==> config.mk <==
export PLATFORM = sky130hd
export DESIGN_NAME = bft_unit
export DESIGN_NICKNAME = d
export VERILOG_FILES = /design/src/core/bft_pkg.sv /design/src/core/bft_unit.sv
export SDC_FILE = /design/constraint.sdc
export NUM_CORES = 1
export LEC_CHECK = 0
export ABC_AREA = 1
export BUFFER_PORTS_ARGS = -buffer_cell sky130_fd_sc_hd__buf_2
export CORE_MARGIN = 3
export CORE_UTILIZATION = 55
export CTS_BUF_LIST = sky130_fd_sc_hd__clkbuf_4 sky130_fd_sc_hd__clkbuf_8 sky130_fd_sc_hd__clkbuf_16
export CTS_CLUSTER_SIZE = 16
export DETAILED_ROUTE_END_ITERATION = 8
export HOLD_SLACK_MARGIN = 0.1
export PLACE_DENSITY = 0.82
export SYNTH_ARGS = -nofsm -noshare
export SYNTH_HDL_FRONTEND = slang
export SYNTH_SLANG_ARGS = --single-unit
==> constraint.sdc <==
create_clock -name MCLK -period 6.4 [get_ports MCLK]
set_input_delay 0.64 -clock MCLK [delete_from_list [all_inputs] [get_ports MCLK]]
set_output_delay 0.64 -clock MCLK [all_outputs]
set_load 0.01 [all_outputs]
==> src/core/bft_pkg.sv <==
// package: constants and carrier types for the branch, flag and trap unit
package bft_pkg;
    localparam int XLEN = 32;
    localparam int IMM_W = 16;
    localparam logic [1:0] ALIGN_ZERO = 2'b00;
    localparam int FIELD_W = 4;
    // jump_options bit positions, msb-first numbering mapped to lsb index
    localparam int JO_NO_LOOP = 2;
    localparam int JO_NO_COND = 4;
    localparam int JO_TRUE = 3;
    localparam int JO_LOOP_ZERO = 1;
    // trap_cond_mask bits: lt, gt, eq, ult, ugt (msb first)
    localparam int TM_LT = 4;
    localparam int TM_GT = 3;
    localparam int TM_EQ = 2;
    localparam int TM_ULT = 1;
    localparam int TM_UGT = 0;
    localparam logic [31:0] PC_RESET = 32'h0000_0000;
    localparam logic [31:0] FLAG_RESET = 32'h0000_0000;
    localparam logic [31:0] LOOP_RESET = 32'h0000_0000;
    localparam logic [31:0] RET_RESET = 32'h0000_0000;
    localparam logic [31:0] WORD_STEP = 32'h0000_0004;

    typedef enum logic [4:0] {
        OP_NONE, OP_JUMP_REL, OP_JUMP_ABS, OP_COND_REL, OP_COND_ABS, OP_COND_RET, OP_COND_LOOP,
        OP_FLAG_AND, OP_FLAG_OR, OP_FLAG_XOR, OP_FLAG_NAND, OP_FLAG_NOR, OP_FLAG_EQUIV,
        OP_FLAG_AND_NOT, OP_FLAG_OR_NOT, OP_FIELD_COPY, OP_TRAP_IMM, OP_TRAP_REG
    } bft_op_t;

    typedef struct packed {
        bft_op_t op;
        logic link;
        logic [31:0] pc;
        logic [31:0] target_imm;
        logic [4:0] jump_options;
        logic [4:0] cond_flag_sel;
        logic [4:0] src_flag_a;
        logic [4:0] src_flag_b;
        logic [4:0] dst_flag;
        logic [2:0] src_field;
        logic [2:0] dst_field;
        logic [4:0] trap_cond_mask;
        logic [15:0] signed_imm;
        logic [31:0] gpr_a;
        logic [31:0] gpr_b;
    } bft_instr_t;
endpackage : bft_pkg

==> src/core/bft_unit.sv <==
// module: branch, condition-flag and trap execution unit
`timescale 1ns/1ps
// Behaviour
// - relative jump target is displacement plus own instruction address
// - absolute jump forms use the immediate directly as target
// - linking forms write next sequential address into return register
// - conditional jumps test selected flag bit under jump options
// - return-register target uses bits 0 to 29, low bits zero
// - loop-register target uses bits 0 to 29, low bits zero
// - linking return-jump uses old return value, then writes link
// - loop-register jump with decrement requested is an invalid form
// - flag logic or field copy with link set is invalid
// - and, or, xor of two flag bits into destination bit
// - nand, nor, equiv write inverted and, or, xor result
// - and-not, or-not combine first bit with inverted second
// - field copy moves one 4-bit field, others unchanged
// - immediate trap compares gpr_a with sign-extended immediate
// - register trap compares gpr_a with gpr_b
// - trap when any enabled mask condition is met
// - no enabled condition met: no trap, continue sequentially
// - options choose loop test, flag sense, or always
// - whole loop register decremented before zero test
// - cond_flag_sel picks one of 32 flag bits
// - link written even when conditional jump not taken
module bft_unit (
    input wire logic MCLK,
    input wire logic RST,
    input wire logic ISSUE,
    input wire bft_pkg::bft_instr_t INSTR,
    output logic DONE,
    output logic [31:0] NEXT_PC,
    output logic TRAP,
    output logic [31:0] TRAP_PC,
    output logic INVALID,
    output logic [31:0] FLAG_REG,
    output logic [31:0] RETURN_REG,
    output logic [31:0] LOOP_REG
);
    // ----------------------------------------
    // helpers
    // ----------------------------------------
    function automatic logic [31:0] word_align(input logic [31:0] v);
        word_align = {v[31:2], bft_pkg::ALIGN_ZERO};
    endfunction : word_align

    // flag number 0 is the msb of the flag register
    function automatic logic flag_bit(input logic [31:0] f, input logic [4:0] sel);
        flag_bit = f[5'd31 - sel];
    endfunction : flag_bit

    logic [31:0] flag_q;
    logic [31:0] ret_q;
    logic [31:0] loop_q;
    logic halted_q;

    bft_pkg::bft_op_t op;
    logic is_cond;
    logic is_flag;
    logic invalid_d;
    logic take_d;
    logic loop_dec;
    logic [31:0] loop_d;
    logic [31:0] seq_pc;
    logic [31:0] target;
    logic [31:0] cmp_b;
    logic trap_d;
    logic res_bit;
    logic [31:0] flag_d;
    logic fa;
    logic fb;
    logic [4:0] jo;

    // ----------------------------------------
    // decode and evaluate
    // ----------------------------------------
    always_comb begin
        op = INSTR.op;
        jo = INSTR.jump_options;
        seq_pc = INSTR.pc + bft_pkg::WORD_STEP;
        is_cond = (op == bft_pkg::OP_COND_REL) || (op == bft_pkg::OP_COND_ABS) ||
                  (op == bft_pkg::OP_COND_RET) || (op == bft_pkg::OP_COND_LOOP);
        is_flag = (op >= bft_pkg::OP_FLAG_AND) && (op <= bft_pkg::OP_FIELD_COPY);
        invalid_d = ((op == bft_pkg::OP_COND_LOOP) && !jo[bft_pkg::JO_NO_LOOP]) ||
                    (is_flag && INSTR.link);
        loop_dec = is_cond && !jo[bft_pkg::JO_NO_LOOP] && !invalid_d;
        loop_d = loop_q - 32'h0000_0001;
        take_d = 1'b1;
        if (!jo[bft_pkg::JO_NO_LOOP]) begin
            take_d = (loop_d == 32'h0000_0000) == jo[bft_pkg::JO_LOOP_ZERO];
        end
        if (!jo[bft_pkg::JO_NO_COND]) begin
            take_d = take_d && (flag_bit(flag_q, INSTR.cond_flag_sel) == jo[bft_pkg::JO_TRUE]);
        end
        case (op)
            bft_pkg::OP_JUMP_REL, bft_pkg::OP_COND_REL: target = INSTR.pc + INSTR.target_imm;
            bft_pkg::OP_JUMP_ABS, bft_pkg::OP_COND_ABS: target = INSTR.target_imm;
            bft_pkg::OP_COND_RET: target = word_align(ret_q);
            bft_pkg::OP_COND_LOOP: target = word_align(loop_q);
            default: target = seq_pc;
        endcase
        if (!is_cond) begin
            take_d = (op == bft_pkg::OP_JUMP_REL) || (op == bft_pkg::OP_JUMP_ABS);
        end
        cmp_b = (op == bft_pkg::OP_TRAP_IMM) ? {{(bft_pkg::XLEN - bft_pkg::IMM_W){INSTR.signed_imm[bft_pkg::IMM_W - 1]}},
                INSTR.signed_imm} : INSTR.gpr_b;
        trap_d = ((op == bft_pkg::OP_TRAP_IMM) || (op == bft_pkg::OP_TRAP_REG)) && (
            (INSTR.trap_cond_mask[bft_pkg::TM_LT] && ($signed(INSTR.gpr_a) < $signed(cmp_b))) ||
            (INSTR.trap_cond_mask[bft_pkg::TM_GT] && ($signed(INSTR.gpr_a) > $signed(cmp_b))) ||
            (INSTR.trap_cond_mask[bft_pkg::TM_EQ] && (INSTR.gpr_a == cmp_b)) ||
            (INSTR.trap_cond_mask[bft_pkg::TM_ULT] && (INSTR.gpr_a < cmp_b)) ||
            (INSTR.trap_cond_mask[bft_pkg::TM_UGT] && (INSTR.gpr_a > cmp_b)));
        fa = flag_bit(flag_q, INSTR.src_flag_a);
        fb = flag_bit(flag_q, INSTR.src_flag_b);
        case (op)
            bft_pkg::OP_FLAG_AND: res_bit = fa & fb;
            bft_pkg::OP_FLAG_OR: res_bit = fa | fb;
            bft_pkg::OP_FLAG_XOR: res_bit = fa ^ fb;
            bft_pkg::OP_FLAG_NAND: res_bit = ~(fa & fb);
            bft_pkg::OP_FLAG_NOR: res_bit = ~(fa | fb);
            bft_pkg::OP_FLAG_EQUIV: res_bit = ~(fa ^ fb);
            bft_pkg::OP_FLAG_AND_NOT: res_bit = fa & ~fb;
            bft_pkg::OP_FLAG_OR_NOT: res_bit = fa | ~fb;
            default: res_bit = 1'b0;
        endcase
        flag_d = flag_q;
        if (op == bft_pkg::OP_FIELD_COPY) begin
            flag_d[(3'd7 - INSTR.dst_field) * bft_pkg::FIELD_W +: bft_pkg::FIELD_W] =
                flag_q[(3'd7 - INSTR.src_field) * bft_pkg::FIELD_W +: bft_pkg::FIELD_W];
        end else begin
            flag_d[5'd31 - INSTR.dst_flag] = res_bit;
        end
    end

    // ----------------------------------------
    // architectural registers
    // ----------------------------------------
    always_ff @(posedge MCLK) begin
        if (RST) begin
            flag_q <= bft_pkg::FLAG_RESET;
        end else if (ISSUE && !halted_q && is_flag && !invalid_d) begin
            flag_q <= flag_d;
        end
    end

    always_ff @(posedge MCLK) begin
        if (RST) begin
            ret_q <= bft_pkg::RET_RESET;
        end else if (ISSUE && !halted_q && !invalid_d && INSTR.link && (is_cond || take_d)) begin
            ret_q <= seq_pc;
        end
    end

    always_ff @(posedge MCLK) begin
        if (RST) begin
            loop_q <= bft_pkg::LOOP_RESET;
        end else if (ISSUE && !halted_q && loop_dec) begin
            loop_q <= loop_d;
        end
    end

    // ----------------------------------------
    // result outputs and trap hold
    // ----------------------------------------
    always_ff @(posedge MCLK) begin
        if (RST) begin
            DONE <= 1'b0;
            NEXT_PC <= bft_pkg::PC_RESET;
            TRAP <= 1'b0;
            TRAP_PC <= bft_pkg::PC_RESET;
            INVALID <= 1'b0;
            halted_q <= 1'b0;
        end else begin
            DONE <= ISSUE && !halted_q;
            TRAP <= 1'b0;
            INVALID <= 1'b0;
            if (ISSUE && !halted_q) begin
                INVALID <= invalid_d;
                NEXT_PC <= (take_d && !invalid_d) ? target : seq_pc;
                if (trap_d) begin
                    TRAP <= 1'b1;
                    TRAP_PC <= INSTR.pc;
                    NEXT_PC <= INSTR.pc;
                    halted_q <= 1'b1;
                end
            end
        end
    end

    assign FLAG_REG = flag_q;
    assign RETURN_REG = ret_q;
    assign LOOP_REG = loop_q;

    // ----------------------------------------
    // checks
    // ----------------------------------------
    property p_rel_target;
        @(posedge MCLK) disable iff (RST)
        (ISSUE && !halted_q && INSTR.op == bft_pkg::OP_JUMP_REL) |=> NEXT_PC == $past(INSTR.pc + INSTR.target_imm);
    endproperty
    a_rel_target: assert property (p_rel_target) else $error("relative target wrong");

    property p_abs_target;
        @(posedge MCLK) disable iff (RST)
        (ISSUE && !halted_q && INSTR.op == bft_pkg::OP_JUMP_ABS) |=> NEXT_PC == $past(INSTR.target_imm);
    endproperty
    a_abs_target: assert property (p_abs_target) else $error("absolute target wrong");

    property p_link;
        @(posedge MCLK) disable iff (RST)
        (ISSUE && !halted_q && is_cond && INSTR.link && !invalid_d) |=> RETURN_REG == $past(INSTR.pc) + bft_pkg::WORD_STEP;
    endproperty
    a_link: assert property (p_link) else $error("link not written");

    property p_ret_target;
        @(posedge MCLK) disable iff (RST)
        (ISSUE && !halted_q && op == bft_pkg::OP_COND_RET && take_d) |=> NEXT_PC == {$past(ret_q[31:2]), bft_pkg::ALIGN_ZERO};
    endproperty
    a_ret_target: assert property (p_ret_target) else $error("return target wrong");

    property p_invalid_loop;
        @(posedge MCLK) disable iff (RST)
        (ISSUE && !halted_q && op == bft_pkg::OP_COND_LOOP && !jo[bft_pkg::JO_NO_LOOP]) |=> INVALID && $stable(LOOP_REG);
    endproperty
    a_invalid_loop: assert property (p_invalid_loop) else $error("invalid loop form missed");

    property p_invalid_flag;
        @(posedge MCLK) disable iff (RST)
        (ISSUE && !halted_q && is_flag && INSTR.link) |=> INVALID && $stable(FLAG_REG);
    endproperty
    a_invalid_flag: assert property (p_invalid_flag) else $error("invalid flag form missed");

    property p_trap_eq;
        @(posedge MCLK) disable iff (RST)
        (ISSUE && !halted_q && op == bft_pkg::OP_TRAP_REG && INSTR.trap_cond_mask == 5'h04 &&
         INSTR.gpr_a == INSTR.gpr_b) |=> TRAP && TRAP_PC == $past(INSTR.pc);
    endproperty
    a_trap_eq: assert property (p_trap_eq) else $error("trap not raised");

    property p_no_trap;
        @(posedge MCLK) disable iff (RST)
        (ISSUE && !halted_q && op == bft_pkg::OP_TRAP_REG && INSTR.trap_cond_mask == 5'h00)
        |=> !TRAP && NEXT_PC == $past(INSTR.pc) + bft_pkg::WORD_STEP;
    endproperty
    a_no_trap: assert property (p_no_trap) else $error("spurious trap");

    property p_loop_dec;
        @(posedge MCLK) disable iff (RST)
        (ISSUE && !halted_q && op == bft_pkg::OP_COND_REL && !jo[bft_pkg::JO_NO_LOOP])
        |=> LOOP_REG == $past(LOOP_REG) - 32'h0000_0001;
    endproperty
    a_loop_dec: assert property (p_loop_dec) else $error("loop not decremented");

    property p_precise;
        @(posedge MCLK) disable iff (RST)
        TRAP |=> $stable(FLAG_REG) && $stable(RETURN_REG) && $stable(LOOP_REG) && !DONE;
    endproperty
    a_precise: assert property (p_precise) else $error("state changed after trap");

    c_trap: cover property (@(posedge MCLK) disable iff (RST) TRAP);
    c_taken_cond: cover property (@(posedge MCLK) disable iff (RST) ISSUE && is_cond && take_d);
    c_field_copy: cover property (@(posedge MCLK) disable iff (RST) ISSUE && op == bft_pkg::OP_FIELD_COPY);
    c_invalid: cover property (@(posedge MCLK) disable iff (RST) INVALID);
endmodule : bft_unit

==> impl_results.md <==
* Nets at 2,822
* Vias at 17,200
* Largest delay share family, worst path: simple AND/OR/NAND/NOR gates
* Postcts setup bufs at 0
* Clock transition at path regs at 0.08 ns
* Fillers at 2,324
* # DRC at 0
* Worst setup path category: in -> reg
* TritonCTS clock tree: yes
* Die Width at 165 um
* Fmax achieved at 204 MHz
* Status: finished, final reports clean
* DR vias/cell at about 6
* Met2 GRT Util at 0.602
* Synth Register Bits at 164
* I/O Pins at 352
* Pin count of the biggest net entering global routing at 87
* Die height at about 160 um
* Die ar. at 27,200 um2
* Final hold vios at 0
* P&R area growth vs syn at 18.2%
* Power per cell area at 184 nW/um2
* Number of non-filler instances in the completed layout at 2,899
* Post-synth cell types at 53
* Syn. warnings at 0
* Core footprint at between 20,000 and 25,000 um2
* CTS max path bufs at 2
* Setup tns final at 0 ns
* Post-synth EDFFs at 0
* Leakage power figure at 0.00816 uW
* Vias in the first global route at between 15,000 and 20,000
* Tmin final at 4.90 ns
* CTS Sinks at roughly 160
* Htree depth at 4
* Remaining global-route overflow at 0
* Initial Utilization at 0.565
* Initial antenna violation count at 3
* Worst Setup End Kind: register
* TritonCTS Buffers at 17
* Share of cells above drive strength 1 at 0.172
* Worst path bufs/invs at 6
* Combinational share of power at 0.279
* Area leader, netlist: dfxtp_1
* Root buf cell: clkbuf_16
* Met3 GRT Util at 0.103
* Netlist Area Pre-Place at 13,900 um2
* Synth top area share at 0.237
* Clk Latency, worst-skew pair at about 0.45 ns
* Total chip power at 3020 uW
* Final HPWL DP at 42.1 mm
* Syn Inst Count at ~2,300
* Sw power at 1120 uW
* Most frequent cells in the layout: 447 x nand2_1, 349 x buf_2, 284 x inv_1
* Drt wl/cell at 18.6 um
* Row Count at 57
* Cts repair resizes at 0
* GPL Wtd Cong at ~1.0
* Syn_nets at 2,533
* Slowest stage cell on the critical path: nor2_2
* Setup violations, final at 0
* Routed wire length at 53.9 mm
* Post-synthesis sequential area ratio at 0.237
* ANT nets after route at 0
* WP data required at 6.77 ns
* Fraction of registers with async set/reset at 0
* CTS Hold Bufs at 0
* Clock power frac at 0.364
* Placed cell count at 2,865
* Initial DRC Count at ~2,000
* RSZ-0062 raised after global routing: false
* Syn Area/Cell at 6.11 um2
* Sw Share at 0.370
* Critical Path Source Type: input pin
* Max cap viols at 0
* Sequential Power Share at 0.357
* Max incr delay on CP at 0.86 ns
* Most Frequent Cell on Critical Path: nand2_1
* # port buffers at 350
* Worst Max-Slew Pin Slew at 1.12 ns
* Maximum vdd drop at 132 uV
* GRT Total Usage at 0.385
* WP data arrival at around 5.3 ns
* Primary FF master, synth: dfxtp_1
* Tcrit/Tclk final at 0.765
* Hold Path Class: reg -> reg
* Commonest non-fill, non-tap cell in the layout: nand2_1
* Met1 usage at 0.508
* First-pass GRT wire length at 82.9 mm
* Busiest metal layer after global routing: met2
* Slew headroom at 0.249
* Pint at 1900 uW
* Drt first pass iters at 6
* Slew Viols, Final at 0
* Maximum fanout along the worst path at 19
* Clk_skew at 0.0220 ns
* Critical path, cell by cell: buf_2 > nor2_1 > inv_1 > nor3_2 > nand2_1 > buf_4 > inv_1 > o21ai_0 > ha_1 > nand2_1 > nor2_1 > nand4_1 > nor4_2 > nand2_1 > a21o_1 > nand4_1 > nand3_1 > nand2_1 > inv_1 > nor2_2 > buf_4 > nand3_1 > a21oi_1
* Synth top area cells: dfxtp_1 24%, nand2_1 12%, a21oi_1 9.6%
state kept, by name, summed over array words and instances, names as in the netlist:
name and cells:
LOOP_REG 32, halted_q 1, TRAP 1, RETURN_REG 32, DONE 1, NEXT_PC 32, FLAG_REG 32, INVALID 1
TRAP_PC 32
stage by stage:
stage / hold WS, ns / util / setup WS (ns) / instance area, um2
after floorplan: 0.435 / - / 2.36 / 13900
after global placement: 0.445 / 0.642 / 1.31 / 15700
after detailed placement: 0.451 / 0.642 / 1.14 / 15700
after CTS: 0.458 / 0.668 / 1.60 / 16400
after global routing: 0.486 / 0.668 / 1.03 / 16400
final: 0.461 / 0.668 / 1.50 / 16400
worst paths after layout:
path | startpoint | end | slack (ns) | cells after the start
worst max-delay path | INSTR[184] | NEXT_PC[19] | 1.50 | 23
worst min-delay path | TRAP_PC[24] | TRAP_PC[24] | 0.46 | 2
worst max register to register | FLAG_REG[11] | FLAG_REG[18] | 2.18 | 17
worst min register to register | TRAP_PC[24] | TRAP_PC[24] | 0.46 | 2
Yosys cell counts (6+ instances only):
cell type  instances
nand2_1          447
inv_1            285
a21oi_1          266
o21ai_0          264
nor2_1           233
dfxtp_1          164
nand3_1          117
ha_1              72
clkbuf_1          68
nand4_1           58
xor2_1            29
nand3b_1          26
a221oi_1          20
nor3_1            20
buf_2             19
o211ai_1          18
mux2i_1           14
o21ai_1           14
nor2_2            11
a211oi_1          10
a22oi_1            9
a31oi_1            8
nor4_1             7
o21bai_1           7
or2_2              7
inv_2              6
o31ai_1            6
xnor2_1            6
routing by layer:
metal,vias up,part of all wire
li1,8259,-
met4,2,0.033
met3,127,0.12
met5,-,0.00020
met1,7801,0.41
met2,1031,0.44
power by group through the flow:
stage | Sequential, uW | Combinational, uW | Clock (uW)
2_1_floorplan | 1110 | 534 | 0
3_3_place_gp | 1100 | 802 | 0
3_5_place_dp | 1100 | 821 | 0
4_1_cts | 1080 | 826 | 1100
5_1_grt | 1080 | 941 | 1130
6_report | 1080 | 843 | 1100
final cells by class:
| cell class | instances | area, um2 | area share |
|---|---|---|---|
| Inverter | 292 | 1100 | 0.0669 |
| Tap cell | 324 | 405 | 0.0247 |
| Clock buffer | 17 | 425 | 0.0260 |
| Multi-Input combinational cell | 1721 | 9100 | 0.555 |
| Timing Repair Buffer | 364 | 1860 | 0.113 |
| Antenna cell | 2 | 5.00 | 0.000305 |
| Clock inverter | 15 | 210 | 0.0128 |
| Sequential cell | 164 | 3280 | 0.200 |
worst register-to-register path, cell delays in order, from the launching register on:
cell and delay, ns:
dfxtp_1 0.44, inv_1 0.12, o21ai_0 0.20, a21oi_1 0.12, o31ai_1 0.28, inv_1 0.06, o21ai_0 0.68, inv_1 0.18
ha_1 0.37, nand3_1 0.10, o31ai_1 0.07, nor4_1 0.28, buf_4 0.20, inv_1 0.40, nand2_1 0.16, o21ai_0 0.09
o311ai_0 0.30, inv_1 0.07
cells by family after synthesis:
kind of cell / Yosys count / synth area share
AO/OA/AOI/OAI: 653 / 0.258
XOR/XNOR: 35 / 0.0221
adder cells (fa/ha/maj): 73 / 0.0664
buffers and inverters: 386 / 0.108
flip-flops: 164 / 0.237
multiplexers: 14 / 0.0101
AND/OR/NAND/NOR: 946 / 0.298
(Power assumes the default switching activity.)
